## src/core/tmr_pkg.sv

```systemverilog
// Package of constants for the task management report and timeouts descriptor block.
// Assumes a single 125 MHz core clock and an AXI4-Lite register master.
package tmr_pkg;
  // ==========================================================
  // Register offsets (byte addresses)
  localparam logic [7:0] TMR_CTRL_OFS = 8'h00;
  localparam logic [7:0] TMR_STAT_OFS = 8'h04;
  localparam logic [7:0] TMR_IRQ_STAT_OFS = 8'h08;
  localparam logic [7:0] TMR_IRQ_MASK_OFS = 8'h0C;
  localparam logic [7:0] TMR_CDB0_OFS = 8'h10;
  localparam logic [7:0] TMR_CDB1_OFS = 8'h14;
  localparam logic [7:0] TMR_CDB2_OFS = 8'h18;
  localparam logic [7:0] TMR_SUPPORT_OFS = 8'h1C;
  localparam logic [7:0] TMR_TO_CFG_OFS = 8'h20;
  localparam logic [7:0] TMR_NOM_TO_OFS = 8'h24;
  localparam logic [7:0] TMR_REC_TO_OFS = 8'h28;
  localparam logic [7:0] TMR_RESULT_OFS = 8'h2C;
  localparam logic [7:0] TMR_DESC0_OFS = 8'h30;
  localparam logic [7:0] TMR_DESC1_OFS = 8'h34;
  localparam logic [7:0] TMR_DESC2_OFS = 8'h38;
  localparam logic [7:0] TMR_DATA_OFS = 8'h3C;
  // ==========================================================
  // Command codes and fields
  localparam logic [7:0] TMR_OP_MAINT_IN = 8'hA3;
  localparam logic [4:0] TMR_SA_REPORT_TMF = 5'h0D;
  localparam logic [7:0] TMR_OP_REQ_SENSE = 8'h03;
  localparam logic [15:0] TMR_DESC_LEN = 16'h000A;
  localparam logic [31:0] TMR_MIN_ALLOC = 32'h0000_0004;
  localparam logic [31:0] TMR_REPORT_LEN = 32'h0000_0004;
  localparam logic [4:0] TMR_MODE_DL = 5'h04;
  localparam logic [4:0] TMR_MODE_DL_SAVE = 5'h05;
  localparam logic [4:0] TMR_MODE_DL_OFS = 5'h06;
  localparam logic [4:0] TMR_MODE_DL_OFS_SAVE = 5'h07;
  localparam logic [4:0] TMR_MODE_DL_DEFER = 5'h0E;
  localparam logic [4:0] TMR_MODE_ACTIVATE = 5'h0F;
  // Sense reporting codes.
  localparam logic [7:0] TMR_STATUS_GOOD = 8'h00;
  localparam logic [7:0] TMR_STATUS_CHECK = 8'h02;
  localparam logic [3:0] TMR_KEY_NONE = 4'h0;
  localparam logic [3:0] TMR_KEY_ILLEGAL = 4'h5;
  localparam logic [7:0] TMR_ASC_NONE = 8'h00;
  localparam logic [7:0] TMR_ASC_INV_FIELD = 8'h24;
  localparam logic [7:0] TMR_ASC_INV_OPCODE = 8'h20;
  // Field positions of the control register.
  localparam int TMR_CTRL_START_BIT = 0;
  localparam int TMR_CTRL_DESC_PRESENT_BIT = 1;
  // Reset values.
  localparam logic [31:0] TMR_SUPPORT_RST = 32'h0000_0000;
  localparam logic [31:0] TMR_TO_CFG_RST = 32'h0000_0000;
  // Interrupt bits.
  localparam int TMR_IRQ_DONE_BIT = 0;
  localparam int TMR_IRQ_CHECK_BIT = 1;
  localparam int TMR_IRQ_W = 2;
endpackage

```

## src/core/tmr_cdb_decode.sv

```systemverilog
// Decoder of the twelve-byte command block window.
// Assumes the CDB bytes are stable in the cycle that they are decoded.
`timescale 1ns/100ps
module tmr_cdb_decode
  import tmr_pkg::*;
(
  input wire logic [95:0] cdb_i,
  output logic is_report_o,
  output logic is_sense_o,
  output logic [31:0] alloc_len_o,
  output logic short_alloc_o,
  output logic [1:0] flag_link_o
);
  wire [7:0] op = cdb_i[7:0];
  wire [4:0] svc = cdb_i[12:8];
  assign is_report_o = (op == TMR_OP_MAINT_IN) && (svc == TMR_SA_REPORT_TMF);
  assign is_sense_o = (op == TMR_OP_REQ_SENSE);
  // Big endian allocation bytes 6 to 9, or byte 4 for sense.
  assign alloc_len_o = is_sense_o ? {24'h00_0000, cdb_i[39:32]} :
                       {cdb_i[55:48], cdb_i[63:56], cdb_i[71:64], cdb_i[79:72]};
  assign short_alloc_o = is_report_o && (alloc_len_o < TMR_MIN_ALLOC);
  assign flag_link_o = is_sense_o ? cdb_i[41:40] : cdb_i[89:88];
endmodule

```

## src/core/tmr_timeout_desc.sv

```systemverilog
// Builder of the twelve-byte command timeouts descriptor.
// Assumes timeouts are supplied already free of outside delays.
`timescale 1ns/100ps
module tmr_timeout_desc
  import tmr_pkg::*;
(
  input wire logic is_wbuf_i,
  input wire logic [4:0] wbuf_mode_i,
  input wire logic defer_event_act_i,
  input wire logic [7:0] access_loss_s_i,
  input wire logic [31:0] nominal_i,
  input wire logic [31:0] recommended_i,
  output logic [95:0] desc_o
);
  // Firmware download modes that use the specific byte.
  wire listed = (wbuf_mode_i >= TMR_MODE_DL && wbuf_mode_i <= TMR_MODE_DL_OFS_SAVE) ||
                (wbuf_mode_i == TMR_MODE_ACTIVATE);
  // Deferred mode only with another activation event.
  wire defer_ok = (wbuf_mode_i == TMR_MODE_DL_DEFER) && defer_event_act_i;
  // Reserved byte unless the command defines it.
  // Seconds of access loss; zero means none given.
  wire [7:0] spec = (is_wbuf_i && (listed || defer_ok)) ? access_loss_s_i : 8'h00;
  // Length, reserved byte, specific byte, then the two timeouts, MSB first.
  assign desc_o = {recommended_i[7:0], recommended_i[15:8], recommended_i[23:16], recommended_i[31:24],
                   nominal_i[7:0], nominal_i[15:8], nominal_i[23:16], nominal_i[31:24],
                   spec, 8'h00, TMR_DESC_LEN[7:0], TMR_DESC_LEN[15:8]};
endmodule

```

## src/core/tmr_core.sv

```systemverilog
// Top of the task management report block with an AXI4-Lite register slave.
// Assumes one core clock; CDB words arrive over the register bus.
`timescale 1ns/100ps
// How it works
// - Reported timeouts run from command start to completion and leave out outside delays.
// - Power transition time is left out of timeouts for power-changing commands.
// - The descriptor starts with length 0Ah, a zero byte 2, nominal in 4-7 and recommended in 8-11.
// - Byte 3 is reserved zero when no command-specific data is defined.
// - For buffer writes byte 3 is filled only for modes 04h to 07h and 0Fh.
// - Mode 0Eh fills byte 3 only when activation comes from another event.
// - Byte 3 holds the longest access-loss time in whole seconds.
// - A zero in byte 3 means no maximum is given.
// - The report is a twelve-byte A3h/0Dh block with allocation in bytes 6-9.
// - An allocation under four ends in check condition, illegal request, invalid field.
// - Byte 0 of the report holds the eight function bits from abort one down to wakeup.
// - Byte 1 holds query attention, query set and nexus reset in bits 2 to 0, rest zero.
// - The sense request is a six-byte 03h block with allocation in byte 4.
// - The descriptor is attached only when the present flag is one.
module tmr_core
  import tmr_pkg::*;
(
  input wire logic core_clk_i,
  input wire logic rst_n_i,
  input wire logic clk_en_i,
  input wire logic [7:0] s_axi_awaddr_i,
  input wire logic s_axi_awvalid_i,
  output logic s_axi_awready_o,
  input wire logic [31:0] s_axi_wdata_i,
  input wire logic [3:0] s_axi_wstrb_i,
  input wire logic s_axi_wvalid_i,
  output logic s_axi_wready_o,
  output logic [1:0] s_axi_bresp_o,
  output logic s_axi_bvalid_o,
  input wire logic s_axi_bready_i,
  input wire logic [7:0] s_axi_araddr_i,
  input wire logic s_axi_arvalid_i,
  output logic s_axi_arready_o,
  output logic [31:0] s_axi_rdata_o,
  output logic [1:0] s_axi_rresp_o,
  output logic s_axi_rvalid_o,
  input wire logic s_axi_rready_i,
  output logic irq_o
);
  import tmr_pkg::*;

  // ==========================================================
  // Registers
  logic [31:0] cdb0_r, cdb1_r, cdb2_r;
  logic [31:0] support_r, to_cfg_r, nom_r, rec_r;
  logic desc_present_r;
  logic busy_r;
  logic [31:0] result_r;
  logic [31:0] data_r;
  logic [95:0] desc_r;
  logic [TMR_IRQ_W-1:0] irq_stat_r, irq_mask_r;
  logic [7:0] awaddr_r, araddr_r;
  logic aw_have_r, w_have_r;
  logic [31:0] wdata_r;
  logic [3:0] wstrb_r;
  logic awready_r, wready_r, bvalid_r, arready_r, rvalid_r, irq_r;
  logic [1:0] bresp_r, rresp_r;
  logic [31:0] rdata_r;

  typedef enum logic [1:0] {TMR_IDLE, TMR_EXEC, TMR_DONE} tmr_state_t;
  tmr_state_t state_r;

  // ==========================================================
  // Command decode and descriptor build
  wire is_report;
  wire is_sense;
  wire [31:0] alloc_len;
  wire short_alloc;
  wire [1:0] flag_link;
  wire [95:0] desc_w;

  tmr_cdb_decode u_dec (
    .cdb_i({cdb2_r, cdb1_r, cdb0_r}),
    .is_report_o(is_report),
    .is_sense_o(is_sense),
    .alloc_len_o(alloc_len),
    .short_alloc_o(short_alloc),
    .flag_link_o(flag_link)
  );

  // Timeouts are loaded by firmware as pure processing time.
  // Firmware writes them without any spin-up allowance.
  tmr_timeout_desc u_desc (
    .is_wbuf_i(to_cfg_r[15]),
    .wbuf_mode_i(to_cfg_r[12:8]),
    .defer_event_act_i(to_cfg_r[16]),
    .access_loss_s_i(to_cfg_r[7:0]),
    .nominal_i(nom_r),
    .recommended_i(rec_r),
    .desc_o(desc_w)
  );

  // Function bits in byte 0; three bits in byte 1, rest reserved.
  wire [31:0] report_word = {16'h0000, 5'h00, support_r[10:8], support_r[7:0]};

  // Truncate to the allocation length, byte by byte.
  function automatic logic [31:0] trunc_word(input logic [31:0] w, input logic [31:0] len);
    logic [31:0] m;
    m = 32'h0000_0000;
    for (int i = 0; i < 4; i++) begin
      if (len > 32'(i)) begin
        m[8*i +: 8] = 8'hFF;
      end
    end
    return w & m;
  endfunction

  // Result word: status, zero nibble, sense key, additional sense code, byte count.
  function automatic logic [31:0] make_result(input logic [7:0] st, input logic [3:0] key,
                                              input logic [7:0] asc, input logic [7:0] cnt);
    return {st, 4'h0, key, asc, cnt};
  endfunction

  wire [7:0] xfer_len = (alloc_len > TMR_REPORT_LEN) ? TMR_REPORT_LEN[7:0] : alloc_len[7:0];
  wire [31:0] res_nxt = !is_report && !is_sense ?
                        make_result(TMR_STATUS_CHECK, TMR_KEY_ILLEGAL, TMR_ASC_INV_OPCODE, 8'h00) :
                        short_alloc ?
                        make_result(TMR_STATUS_CHECK, TMR_KEY_ILLEGAL, TMR_ASC_INV_FIELD, 8'h00) :
                        is_report ? make_result(TMR_STATUS_GOOD, TMR_KEY_NONE, TMR_ASC_NONE, xfer_len) :
                        make_result(TMR_STATUS_GOOD, TMR_KEY_NONE, TMR_ASC_NONE, 8'h00);
  wire [31:0] data_nxt = (is_report && !short_alloc) ? trunc_word(report_word, alloc_len) : 32'h0000_0000;
  wire check_evt = is_report ? short_alloc : !is_sense;

  // ==========================================================
  // Bus write path
  wire wr_fire = aw_have_r && w_have_r && !bvalid_r;
  wire [7:0] wa = awaddr_r;
  wire wr_ctrl = wr_fire && (wa == TMR_CTRL_OFS);
  // A new start is honoured from idle and after an earlier command has completed.
  wire start_cmd = wr_ctrl && wdata_r[TMR_CTRL_START_BIT] && wstrb_r[0] && (state_r != TMR_EXEC);
  wire wr_known = (wa == TMR_CTRL_OFS) || (wa == TMR_IRQ_MASK_OFS) || (wa == TMR_CDB0_OFS) ||
                  (wa == TMR_CDB1_OFS) || (wa == TMR_CDB2_OFS) || (wa == TMR_SUPPORT_OFS) ||
                  (wa == TMR_TO_CFG_OFS) || (wa == TMR_NOM_TO_OFS) || (wa == TMR_REC_TO_OFS);

  function automatic logic [31:0] merge(input logic [31:0] old, input logic [31:0] d, input logic [3:0] s);
    logic [31:0] r;
    r = old;
    for (int i = 0; i < 4; i++) begin
      if (s[i]) begin
        r[8*i +: 8] = d[8*i +: 8];
      end
    end
    return r;
  endfunction

  // ==========================================================
  // Bus read path
  wire rd_fire = s_axi_arvalid_i && arready_r;
  wire [7:0] ra = s_axi_araddr_i;
  wire rd_irq = rd_fire && (ra == TMR_IRQ_STAT_OFS);
  wire [31:0] rd_mux =
    (ra == TMR_CTRL_OFS) ? {30'h0, desc_present_r, 1'b0} :
    (ra == TMR_STAT_OFS) ? {30'h0, state_r == TMR_DONE, busy_r} :
    (ra == TMR_IRQ_STAT_OFS) ? {30'h0, irq_stat_r} :
    (ra == TMR_IRQ_MASK_OFS) ? {30'h0, irq_mask_r} :
    (ra == TMR_CDB0_OFS) ? cdb0_r :
    (ra == TMR_CDB1_OFS) ? cdb1_r :
    (ra == TMR_CDB2_OFS) ? cdb2_r :
    (ra == TMR_SUPPORT_OFS) ? support_r :
    (ra == TMR_TO_CFG_OFS) ? to_cfg_r :
    (ra == TMR_NOM_TO_OFS) ? nom_r :
    (ra == TMR_REC_TO_OFS) ? rec_r :
    (ra == TMR_RESULT_OFS) ? result_r :
    (ra == TMR_DESC0_OFS) ? desc_r[31:0] :
    (ra == TMR_DESC1_OFS) ? desc_r[63:32] :
    (ra == TMR_DESC2_OFS) ? desc_r[95:64] :
    (ra == TMR_DATA_OFS) ? data_r : 32'h0000_0000;
  wire rd_known = (ra <= TMR_DATA_OFS) && (ra[1:0] == 2'b00);

  // ==========================================================
  // Interrupt events
  wire done_evt = (state_r == TMR_EXEC);
  wire [TMR_IRQ_W-1:0] evt = {done_evt && check_evt, done_evt};
  // Set wins over the clear by read.
  wire [TMR_IRQ_W-1:0] irq_stat_nxt = (rd_irq ? {TMR_IRQ_W{1'b0}} : irq_stat_r) | evt;

  // ==========================================================
  // Sequential logic
  always_ff @(posedge core_clk_i) begin
    if (!rst_n_i) begin
      awready_r <= 1'b0;
      wready_r <= 1'b0;
      aw_have_r <= 1'b0;
      w_have_r <= 1'b0;
      awaddr_r <= 8'h00;
      wdata_r <= 32'h0000_0000;
      wstrb_r <= 4'h0;
      bvalid_r <= 1'b0;
      bresp_r <= 2'b00;
    end else if (clk_en_i) begin
      awready_r <= !aw_have_r && !s_axi_awvalid_i ? 1'b1 : !aw_have_r && !awready_r;
      wready_r <= !w_have_r && !s_axi_wvalid_i ? 1'b1 : !w_have_r && !wready_r;
      if (s_axi_awvalid_i && awready_r) begin
        aw_have_r <= 1'b1;
        awaddr_r <= s_axi_awaddr_i;
        awready_r <= 1'b0;
      end
      if (s_axi_wvalid_i && wready_r) begin
        w_have_r <= 1'b1;
        wdata_r <= s_axi_wdata_i;
        wstrb_r <= s_axi_wstrb_i;
        wready_r <= 1'b0;
      end
      if (wr_fire) begin
        aw_have_r <= 1'b0;
        w_have_r <= 1'b0;
        bvalid_r <= 1'b1;
        bresp_r <= wr_known ? 2'b00 : 2'b10;
      end else if (bvalid_r && s_axi_bready_i) begin
        bvalid_r <= 1'b0;
      end
    end
  end

  always_ff @(posedge core_clk_i) begin
    if (!rst_n_i) begin
      arready_r <= 1'b0;
      rvalid_r <= 1'b0;
      rdata_r <= 32'h0000_0000;
      rresp_r <= 2'b00;
    end else if (clk_en_i) begin
      arready_r <= !rvalid_r && !rd_fire;
      if (rd_fire) begin
        rvalid_r <= 1'b1;
        rdata_r <= rd_mux;
        rresp_r <= rd_known ? 2'b00 : 2'b10;
      end else if (rvalid_r && s_axi_rready_i) begin
        rvalid_r <= 1'b0;
      end
    end
  end

  always_ff @(posedge core_clk_i) begin
    if (!rst_n_i) begin
      cdb0_r <= 32'h0000_0000;
      cdb1_r <= 32'h0000_0000;
      cdb2_r <= 32'h0000_0000;
      support_r <= TMR_SUPPORT_RST;
      to_cfg_r <= TMR_TO_CFG_RST;
      nom_r <= 32'h0000_0000;
      rec_r <= 32'h0000_0000;
      desc_present_r <= 1'b0;
      irq_mask_r <= {TMR_IRQ_W{1'b0}};
    end else if (clk_en_i && wr_fire) begin
      if (wa == TMR_CDB0_OFS) cdb0_r <= merge(cdb0_r, wdata_r, wstrb_r);
      if (wa == TMR_CDB1_OFS) cdb1_r <= merge(cdb1_r, wdata_r, wstrb_r);
      if (wa == TMR_CDB2_OFS) cdb2_r <= merge(cdb2_r, wdata_r, wstrb_r);
      if (wa == TMR_SUPPORT_OFS) support_r <= merge(support_r, wdata_r, wstrb_r);
      if (wa == TMR_TO_CFG_OFS) to_cfg_r <= merge(to_cfg_r, wdata_r, wstrb_r);
      if (wa == TMR_NOM_TO_OFS) nom_r <= merge(nom_r, wdata_r, wstrb_r);
      if (wa == TMR_REC_TO_OFS) rec_r <= merge(rec_r, wdata_r, wstrb_r);
      if (wr_ctrl && wstrb_r[0]) desc_present_r <= wdata_r[TMR_CTRL_DESC_PRESENT_BIT];
      if (wa == TMR_IRQ_MASK_OFS && wstrb_r[0]) irq_mask_r <= wdata_r[TMR_IRQ_W-1:0];
    end
  end

  // Command sequencer: one cycle of evaluation, then results stand.
  always_ff @(posedge core_clk_i) begin
    if (!rst_n_i) begin
      state_r <= TMR_IDLE;
      busy_r <= 1'b0;
      result_r <= 32'h0000_0000;
      data_r <= 32'h0000_0000;
      desc_r <= 96'h0;
      irq_stat_r <= {TMR_IRQ_W{1'b0}};
      irq_r <= 1'b0;
    end else if (clk_en_i) begin
      irq_stat_r <= irq_stat_nxt;
      irq_r <= |(irq_stat_nxt & irq_mask_r);
      case (state_r)
        TMR_IDLE, TMR_DONE: begin
          if (start_cmd) begin
            state_r <= TMR_EXEC;
            busy_r <= 1'b1;
          end
        end
        TMR_EXEC: begin
          result_r <= res_nxt;
          data_r <= data_nxt;
          // Descriptor only when the present flag is set.
          desc_r <= desc_present_r ? desc_w : 96'h0;
          busy_r <= 1'b0;
          state_r <= TMR_DONE;
        end
        default: state_r <= TMR_IDLE;
      endcase
    end
  end

  assign s_axi_awready_o = awready_r;
  assign s_axi_wready_o = wready_r;
  assign s_axi_bvalid_o = bvalid_r;
  assign s_axi_bresp_o = bresp_r;
  assign s_axi_arready_o = arready_r;
  assign s_axi_rvalid_o = rvalid_r;
  assign s_axi_rdata_o = rdata_r;
  assign s_axi_rresp_o = rresp_r;
  assign irq_o = irq_r;
endmodule

```

## config.mk

```make
export PLATFORM = sky130hd
export DESIGN_NAME = tmr_core
export DESIGN_NICKNAME = d
export VERILOG_FILES = /design/src/core/tmr_pkg.sv /design/src/core/tmr_cdb_decode.sv /design/src/core/tmr_timeout_desc.sv /design/src/core/tmr_core.sv
export SDC_FILE = /design/constraint.sdc
export NUM_CORES = 1
export LEC_CHECK = 0
export BUFFER_PORTS_ARGS = -buffer_cell sky130_fd_sc_hd__buf_4
export CORE_AREA = 2 2 185 224
export DETAILED_ROUTE_END_ITERATION = 10
export DIE_AREA = 0 0 187 226
export GPL_TIMING_DRIVEN = 0
export SLEW_MARGIN = 20
export SYNTH_ARGS = -nofsm -noshare
export SYNTH_HDL_FRONTEND = slang
export SYNTH_SLANG_ARGS = --single-unit
```

## constraint.sdc

```tcl
create_clock -name core_clk_i -period 3 [get_ports core_clk_i]
set_input_delay 0.6 -clock core_clk_i [delete_from_list [all_inputs] [get_ports core_clk_i]]
set_output_delay 0.6 -clock core_clk_i [all_outputs]
set_load 0.05 [all_outputs]
```

==> results of run 1 <==
==> cell usage after synthesis, drive strengths merged (2+ instances only) <==
library cell | count | area [µm²]
a2111oi | 2 | 23.8
a211o | 2 | 17.5
a211oi | 9 | 67.6
a21boi | 2 | 15.0
a21o | 17 | 128
a21oi | 343 | 1720
a221o | 7 | 70.1
a221oi | 15 | 138
a22o | 87 | 762
a22oi | 49 | 368
a2bb2oi | 10 | 87.6
a31oi | 8 | 50.1
a32oi | 4 | 35.0
and2 | 11 | 68.8
and3 | 9 | 56.3
buf | 32 | 149
clkbuf | 185 | 694
dfxtp | 412 | 8250
inv | 15 | 56.3
mux2 | 8 | 90.1
mux2i | 13 | 130
mux4 | 6 | 135
nand2 | 416 | 1560
nand2b | 15 | 93.8
nand3 | 234 | 1170
nand3b | 6 | 45.0
nand4 | 6 | 37.5
nor2 | 79 | 302
nor2b | 5 | 31.3
nor3 | 21 | 110
nor4 | 13 | 81.3
nor4b | 3 | 32.5
o211ai | 10 | 75.1
o21a | 3 | 22.5
o21ai | 85 | 425
o221ai | 14 | 123
o22a | 7 | 61.3
o22ai | 34 | 213
o2bb2ai | 3 | 26.3
o31ai | 8 | 60.1
o32ai | 7 | 61.3
or3 | 5 | 36.3
or4 | 4 | 30.0
or4b | 4 | 40.0
==> cell type report <==
type	instances	area (µm²)
fill	3988	19300
tap	539	674
clock buffer	68	1370
buffer	216	858
sequential	412	8250
clock inverter	14	154
antenna	1	2.50
inverter	16	60.1
multi-input combinational	1597	8800
timing repair buffer	100	748
==> path summary, 6_finish.rpt <==
kind | start | endpoint | slack, ps | depth (start not counted)
max | s_axi_araddr_i[3] | s_axi_rdata_o[30]$_SDFFE_PN0P_ | -20 | 9
min | s_axi_wdata_i[26] | wdata_r[26]$_SDFFE_PN0P_ | 240 | 3
max reg2reg | state_r[0]$_SDFFE_PN0P_ | desc_r[28]$_SDFFE_PN0P_ | 160 | 5
min reg2reg | desc_r[11]$_SDFFE_PN0P_ | desc_r[11]$_SDFFE_PN0P_ | 450 | 2
==> flip-flops by register name (all words and copies together) (netlist names), 2 cells and up <==
name	count
data_r	11
wstrb_r	4
cdb2_r	32
awaddr_r	8
s_axi_rdata_o	32
irq_mask_r	2
wdata_r	32
cdb0_r	32
desc_r	73
cdb1_r	32
state_r	2
support_r	32
to_cfg_r	32
nom_r	32
rec_r	32
result_r	10
irq_stat_r	2
==> power by group through the flow <==
stage	combinational (µW)	sequential [µW]	clock, µW
after floorplan	349	5650	0
after global routing	787	5510	6040
after detailed placement	732	5630	0
after CTS	735	5510	5810
final	771	5510	5840
after global placement	727	5630	0
==> per-layer routing <==
layer / global-route usage (%) / vias up / share of wire [%]
li1: - / 8346 / -
met1: 51.0 / 9134 / 38
met2: 63.1 / 1303 / 44
met3: 10.5 / 299 / 11
met4: 24.3 / 0 / 6.5
met5: 0 / - / 0
==> through the flow <==
stage	worst slack, ps	hold WS [ps]
6_report	-16.9	243
5_1_grt	5.59	250
4_1_cts	24.6	240
3_5_place_dp	-816	440
3_3_place_gp	-1190	435
2_1_floorplan	548	420
==> worst max-delay path: cells and delay by family <==
family	cells	cell delay (ps)
AO/OA/AOI/OAI	4	1060
buffers and inverters	4	1650
AND/OR/NAND/NOR	1	190
==> logic make-up after synthesis <==
logic type             Yosys count
AOI/OAI and AO/OA              732
DFF                            412
buffers and inverters          233
muxes                           27
other                            1
and+or+nand+nor                836
==> what timing repair did <==
item,4_1_cts,5_1_grt
endpoints found under the setup margin,18,97
pin swaps,0,1
gates resized for setup,7,17
setup buffers,0,1
==> metrics.txt, run 1 <==
outcome finished, violations left; failing checks setup timing; Worst-path clk slew 60 ps; Routed Antenna Nets 0; Netlist cell types 68; largest net degree at the start of global routing 14; initial core utilization 44.4%; period utilisation layout 101%; final setup fails 1; Mapped Avg Cell Area 7.97 µm²; mux contribution to synthesized area 1.99%; sequential element share of the synthesized area roughly 46%; Skew-Pair Late Insertion Delay 610 ps; Synth Register Bits between 400 and 500; routed length per placed instance 29.6 µm; Final Max Tran Viols 0; core area 0.0402 mm²; DIE AREA 0.0423 mm²; most frequent CP cell clkbuf_1; power share of the combinational group roughly 6.4%; Synth Area in Adders 0%; layout cell share with drive strength beyond 1 about a tenth; antenna violations before repair 1; CTS Hold Buffers Added 0; Critical Path Fanout Max 10; Cell Area, Placed around 0.019 mm²; Die Wd 187 µm; htree depth 2; Slew @ Worst Pin 1190 ps; DIE HEIGHT about 230 µm; Synth async-reset ratio 0%; nets 2448; Pwr Total roughly 12000 µW; Final Skew 20.5 ps; Reg power frac 45.5%; max incr delay on CP 630 ps; number of remaining DRC errors 0; PD cells 580 mW/mm²; Cells after Synth 2241; dominant synthesized flop cell dfxtp_1; Finished Layout Cells ~3.0k; Final min period 3020 ps; P_int roughly 9000 µW; Post-Synth Simple-Gate Area approximately a fifth; CTS tree done; compound-cell area share of the yosys netlist 25.8%; Worst Path Class, Setup in2reg; vias in the first global route 17.7k; largest family of logic cells by synthesized area compound AO/OA/AOI/OAI gates; total gr overflow 0; dpl hpwl 66.5 mm; Static Leakage roughly 0.0070 µW; GP Congestion 0.994; overall global routing resource usage roughly two fifths; crit end category flip-flop; Crit-path slowest cell clkbuf_1; MaxCap Viol Count 0; clock root cell clkbuf_16; area grow syn2layout 17.1%; DR pass1 iterations 6; P_sw 3050 µW; unrepaired setup endpoints after global routing false; Clock Sinks 412; mapped cell area 0.0179 mm²; commonest cells after routing, fill and taps aside 416 x nand2_1, 412 x dfxtp_1, 343 x a21oi_1, 234 x nand3_1, 188 x clkbuf_1; commonest non-fill, non-tap cell in the layout nand2_1; final hold vios 0; cell area after layout 0.0209 mm²; setup ws final -16.9 ps; vias per cell 6.44; maximum clock insertion buffer count 3; Peak VDD IR 520 µV; class of the worst hold path in2reg; CP Data Arrival Time 3520 ps; Fmax achieved 331 MHz; Row Count 81; Critical Path Start Type input pin; drt total wl 87.7 mm; CP Cell Sequence buf_4 -> clkbuf_1 -> or4_1 -> clkbuf_1 -> clkbuf_1 -> o22ai_1 -> a22oi_1 -> o221ai_1 -> o21ai_0; I/O pin count between 100 and 150; Post-synth EDFFs 0; XOR/XNOR share of the synthesized area 0%; Yosys warning total 0; Finished Core Util 52.0%; DRT iter0 DRCs 2674; setup TNS -16.9 ps; DP Cell Count 2880; PortBufs 94; first-pass GRT wire length 124 mm; Clock Power Share 48.2%; CP required 3510 ps; CTS Buf Count 45; Net Sw Frac about a quarter; slew margin rel. 19.4%; via count 19.1k
No activity file was read; power rests on OpenSTA's default activity.
==> run 2, diff against run 1 <==
==> constraint.sdc (replaced) <==
create_clock -name core_clk_i -period 3 [get_ports core_clk_i]
set_input_delay 0.75 -clock core_clk_i [delete_from_list [all_inputs] [get_ports core_clk_i]]
set_output_delay 0.75 -clock core_clk_i [all_outputs]
set_load 0.05 [all_outputs]
==> run 2 against run 1 <==
Compared with the run above: the run now ends clean; hold slack better by 150 ps; clock-buffer cell count unchanged; clock skew is 1.5 ps lower; critical path depth shrank 1; register-to-register slack improved by 40 ps; sequential cell count is the same.
==> metrics.txt, run 2 (synthesis results as in run 1) <==
Skew-Pair Late Insertion Delay 600 ps (about the same); final hold vios 0 (unchanged); Net Sw Frac 25.1% (about the same); number of remaining DRC errors 0 (unchanged); maximum clock insertion buffer count 3 (unchanged); Largest Register desc_r; Final Max Tran Viols 0 (unchanged); Clock Power Share 48.2% (about the same); Static Leakage 0.00699 µW (+0.49%); slew margin rel. 23.9% (+4.5 points); routed length per placed instance 29.7 µm (+0.25%); MaxCap Viol Count 0 (unchanged); CP Data Arrival Time 3440 ps (-80 ps); Fillers 3988 (unchanged); via count 19.1k (+0.34%); total gr overflow 0 (unchanged); drt total wl 88.0 mm (+0.32%); Critical Path Start Type input pin; CTS Hold Buffers Added 0 (unchanged); worst-case hold slack 395 ps (+152 ps); crit path buf inv count 4 (unchanged); CTS tree done; power share of the combinational group 6.4% (about the same); Fmax achieved 335 MHz (+1.2%); class of the worst hold path in2reg; Final Skew 19.0 ps (-1.54 ps); DR pass1 iterations 6 (unchanged); core area 0.0402 mm² (unchanged); PortBufs 94 (unchanged); area grow syn2layout 17.3%; period utilisation layout 99.4% (-1.2 points); vias in the first global route 17.7k (+0.11%); commonest non-fill, non-tap cell in the layout nand2_1; Crit-path slowest cell clkbuf_1; Die Wd 187 µm (unchanged); DIE HEIGHT 226 µm (unchanged); critical path's top delay family buffers and inverters; Worst-path clk slew 60 ps (about the same); P_sw 3050 µW (about the same); clock root cell clkbuf_16; Largest register FFs 73 (unchanged); DRT iter0 DRCs 2624 (-1.9%); commonest cells after routing, fill and taps aside 416 x nand2_1, 412 x dfxtp_1, 343 x a21oi_1, 234 x nand3_1, 182 x clkbuf_1; outcome completed; vias per cell 6.46 (+0.27%); Pwr Total 12100 µW (about the same); Critical Path Fanout Max 10 (unchanged); max incr delay on CP 560 ps (-70 ps); Peak VDD IR 520 µV (about the same); crit end category flip-flop; Reg power frac 45.5% (about the same); Final min period 2980 ps (-35.9 ps); P_int 9070 µW (about the same); DIE AREA 0.0423 mm² (unchanged); first-pass GRT wire length 124 mm (about the same); PD cells 579 mW/mm² (-0.15%); CP required 3460 ps (-50 ps); overall global routing resource usage 40.7% (about the same); CP Cell Sequence buf_4 -> buf_2 -> clkinv_1 -> clkbuf_1 -> o21ai_0 -> a221oi_1 -> a221oi_1 -> o21ai_0; Routed Antenna Nets 0 (unchanged); Slew @ Worst Pin 1130 ps (-66.8 ps); dpl hpwl 66.5 mm (unchanged); flop-to-flop setup slack 200 ps (+40 ps); CTS Buf Count 45 (unchanged); htree depth 2 (unchanged); final setup fails 0 (-1); initial core utilization 44.4% (unchanged); nets 2450 (+0.082%); antenna violations before repair 0 (-1); layout cell share with drive strength beyond 1 10.0% (+0.45 points); GP Congestion 0.994 (unchanged); I/O pin count 102 (unchanged); Worst Path Class, Setup in2reg; largest net degree at the start of global routing 14 (unchanged); Clock Sinks 412 (unchanged); Row Count 81 (unchanged)
## run 2: metal layers
metal	vias up	track usage [%]	wire length (µm)
met5	-	0	0
met4	0	23.5	5970
met3	309	10.4	9610
met2	1265	63.4	38100
met1	9225	51.1	34300
li1	8347	-	-
## run 2: worst paths after layout
check,depth (start not counted),startpoint,endpoint
max,8,s_axi_araddr_i[2],s_axi_rdata_o[0]$_SDFFE_PN0P_
min,3,s_axi_wdata_i[26],wdata_r[26]$_SDFFE_PN0P_
max reg2reg,6,cdb2_r[3]$_SDFFE_PN0P_,irq_o$_SDFFE_PN0P_
min reg2reg,2,desc_r[11]$_SDFFE_PN0P_,desc_r[11]$_SDFFE_PN0P_
## run 2: through the flow
stage                     std cells  util, %  TNS, ps  cell area [µm²]  setup slack [ps]
after floorplan                2242        -        0            17900               398
after detailed placement       2880     48.0  -113240            19300              -966
after CTS                      2962     51.9        0            20900            0.0135
after global routing           2964     52.0    -18.9            20900             -10.3
final                          2965     52.0        0            20900              19.0
after global placement         2875     47.8  -136250            19200             -1340
## run 2: what timing repair did
action / 4_1_cts / 5_1_grt
gates resized for setup: 13 / 26
gates cloned: 0 / 0
setup endpoints to repair: 34 / 94
pin swaps: 0 / 2
buffers inserted: 0 / 2
## run 2: final cells by class
class | instances | area (µm²) | share of cell area [%]
multi-input cells | 1597 | 8800 | 42.0
flip-flops and latches | 412 | 8250 | 39.4
clock buffers | 68 | 1370 | 6.52
plain buffers | 217 | 876 | 4.18
repair buffers | 101 | 756 | 3.61
well taps | 539 | 674 | 3.22
clock inverters | 14 | 154 | 0.735
inverters | 16 | 60.1 | 0.287
diodes | 1 | 2.50 | 0.0120
## run 2: power by group through the flow
stage | clock network (µW) | registers, µW | logic (µW)
finish | 5840 | 5510 | 772
global placement | 0 | 5630 | 727
global route | 6040 | 5510 | 788
CTS | 5810 | 5510 | 736
detailed placement | 0 | 5630 | 732
floorplan | 0 | 5650 | 349
## run 2: worst min-delay path, stage by stage
cell,delay [ps]
buf_4,110
nand2_1,40
a21oi_1,50
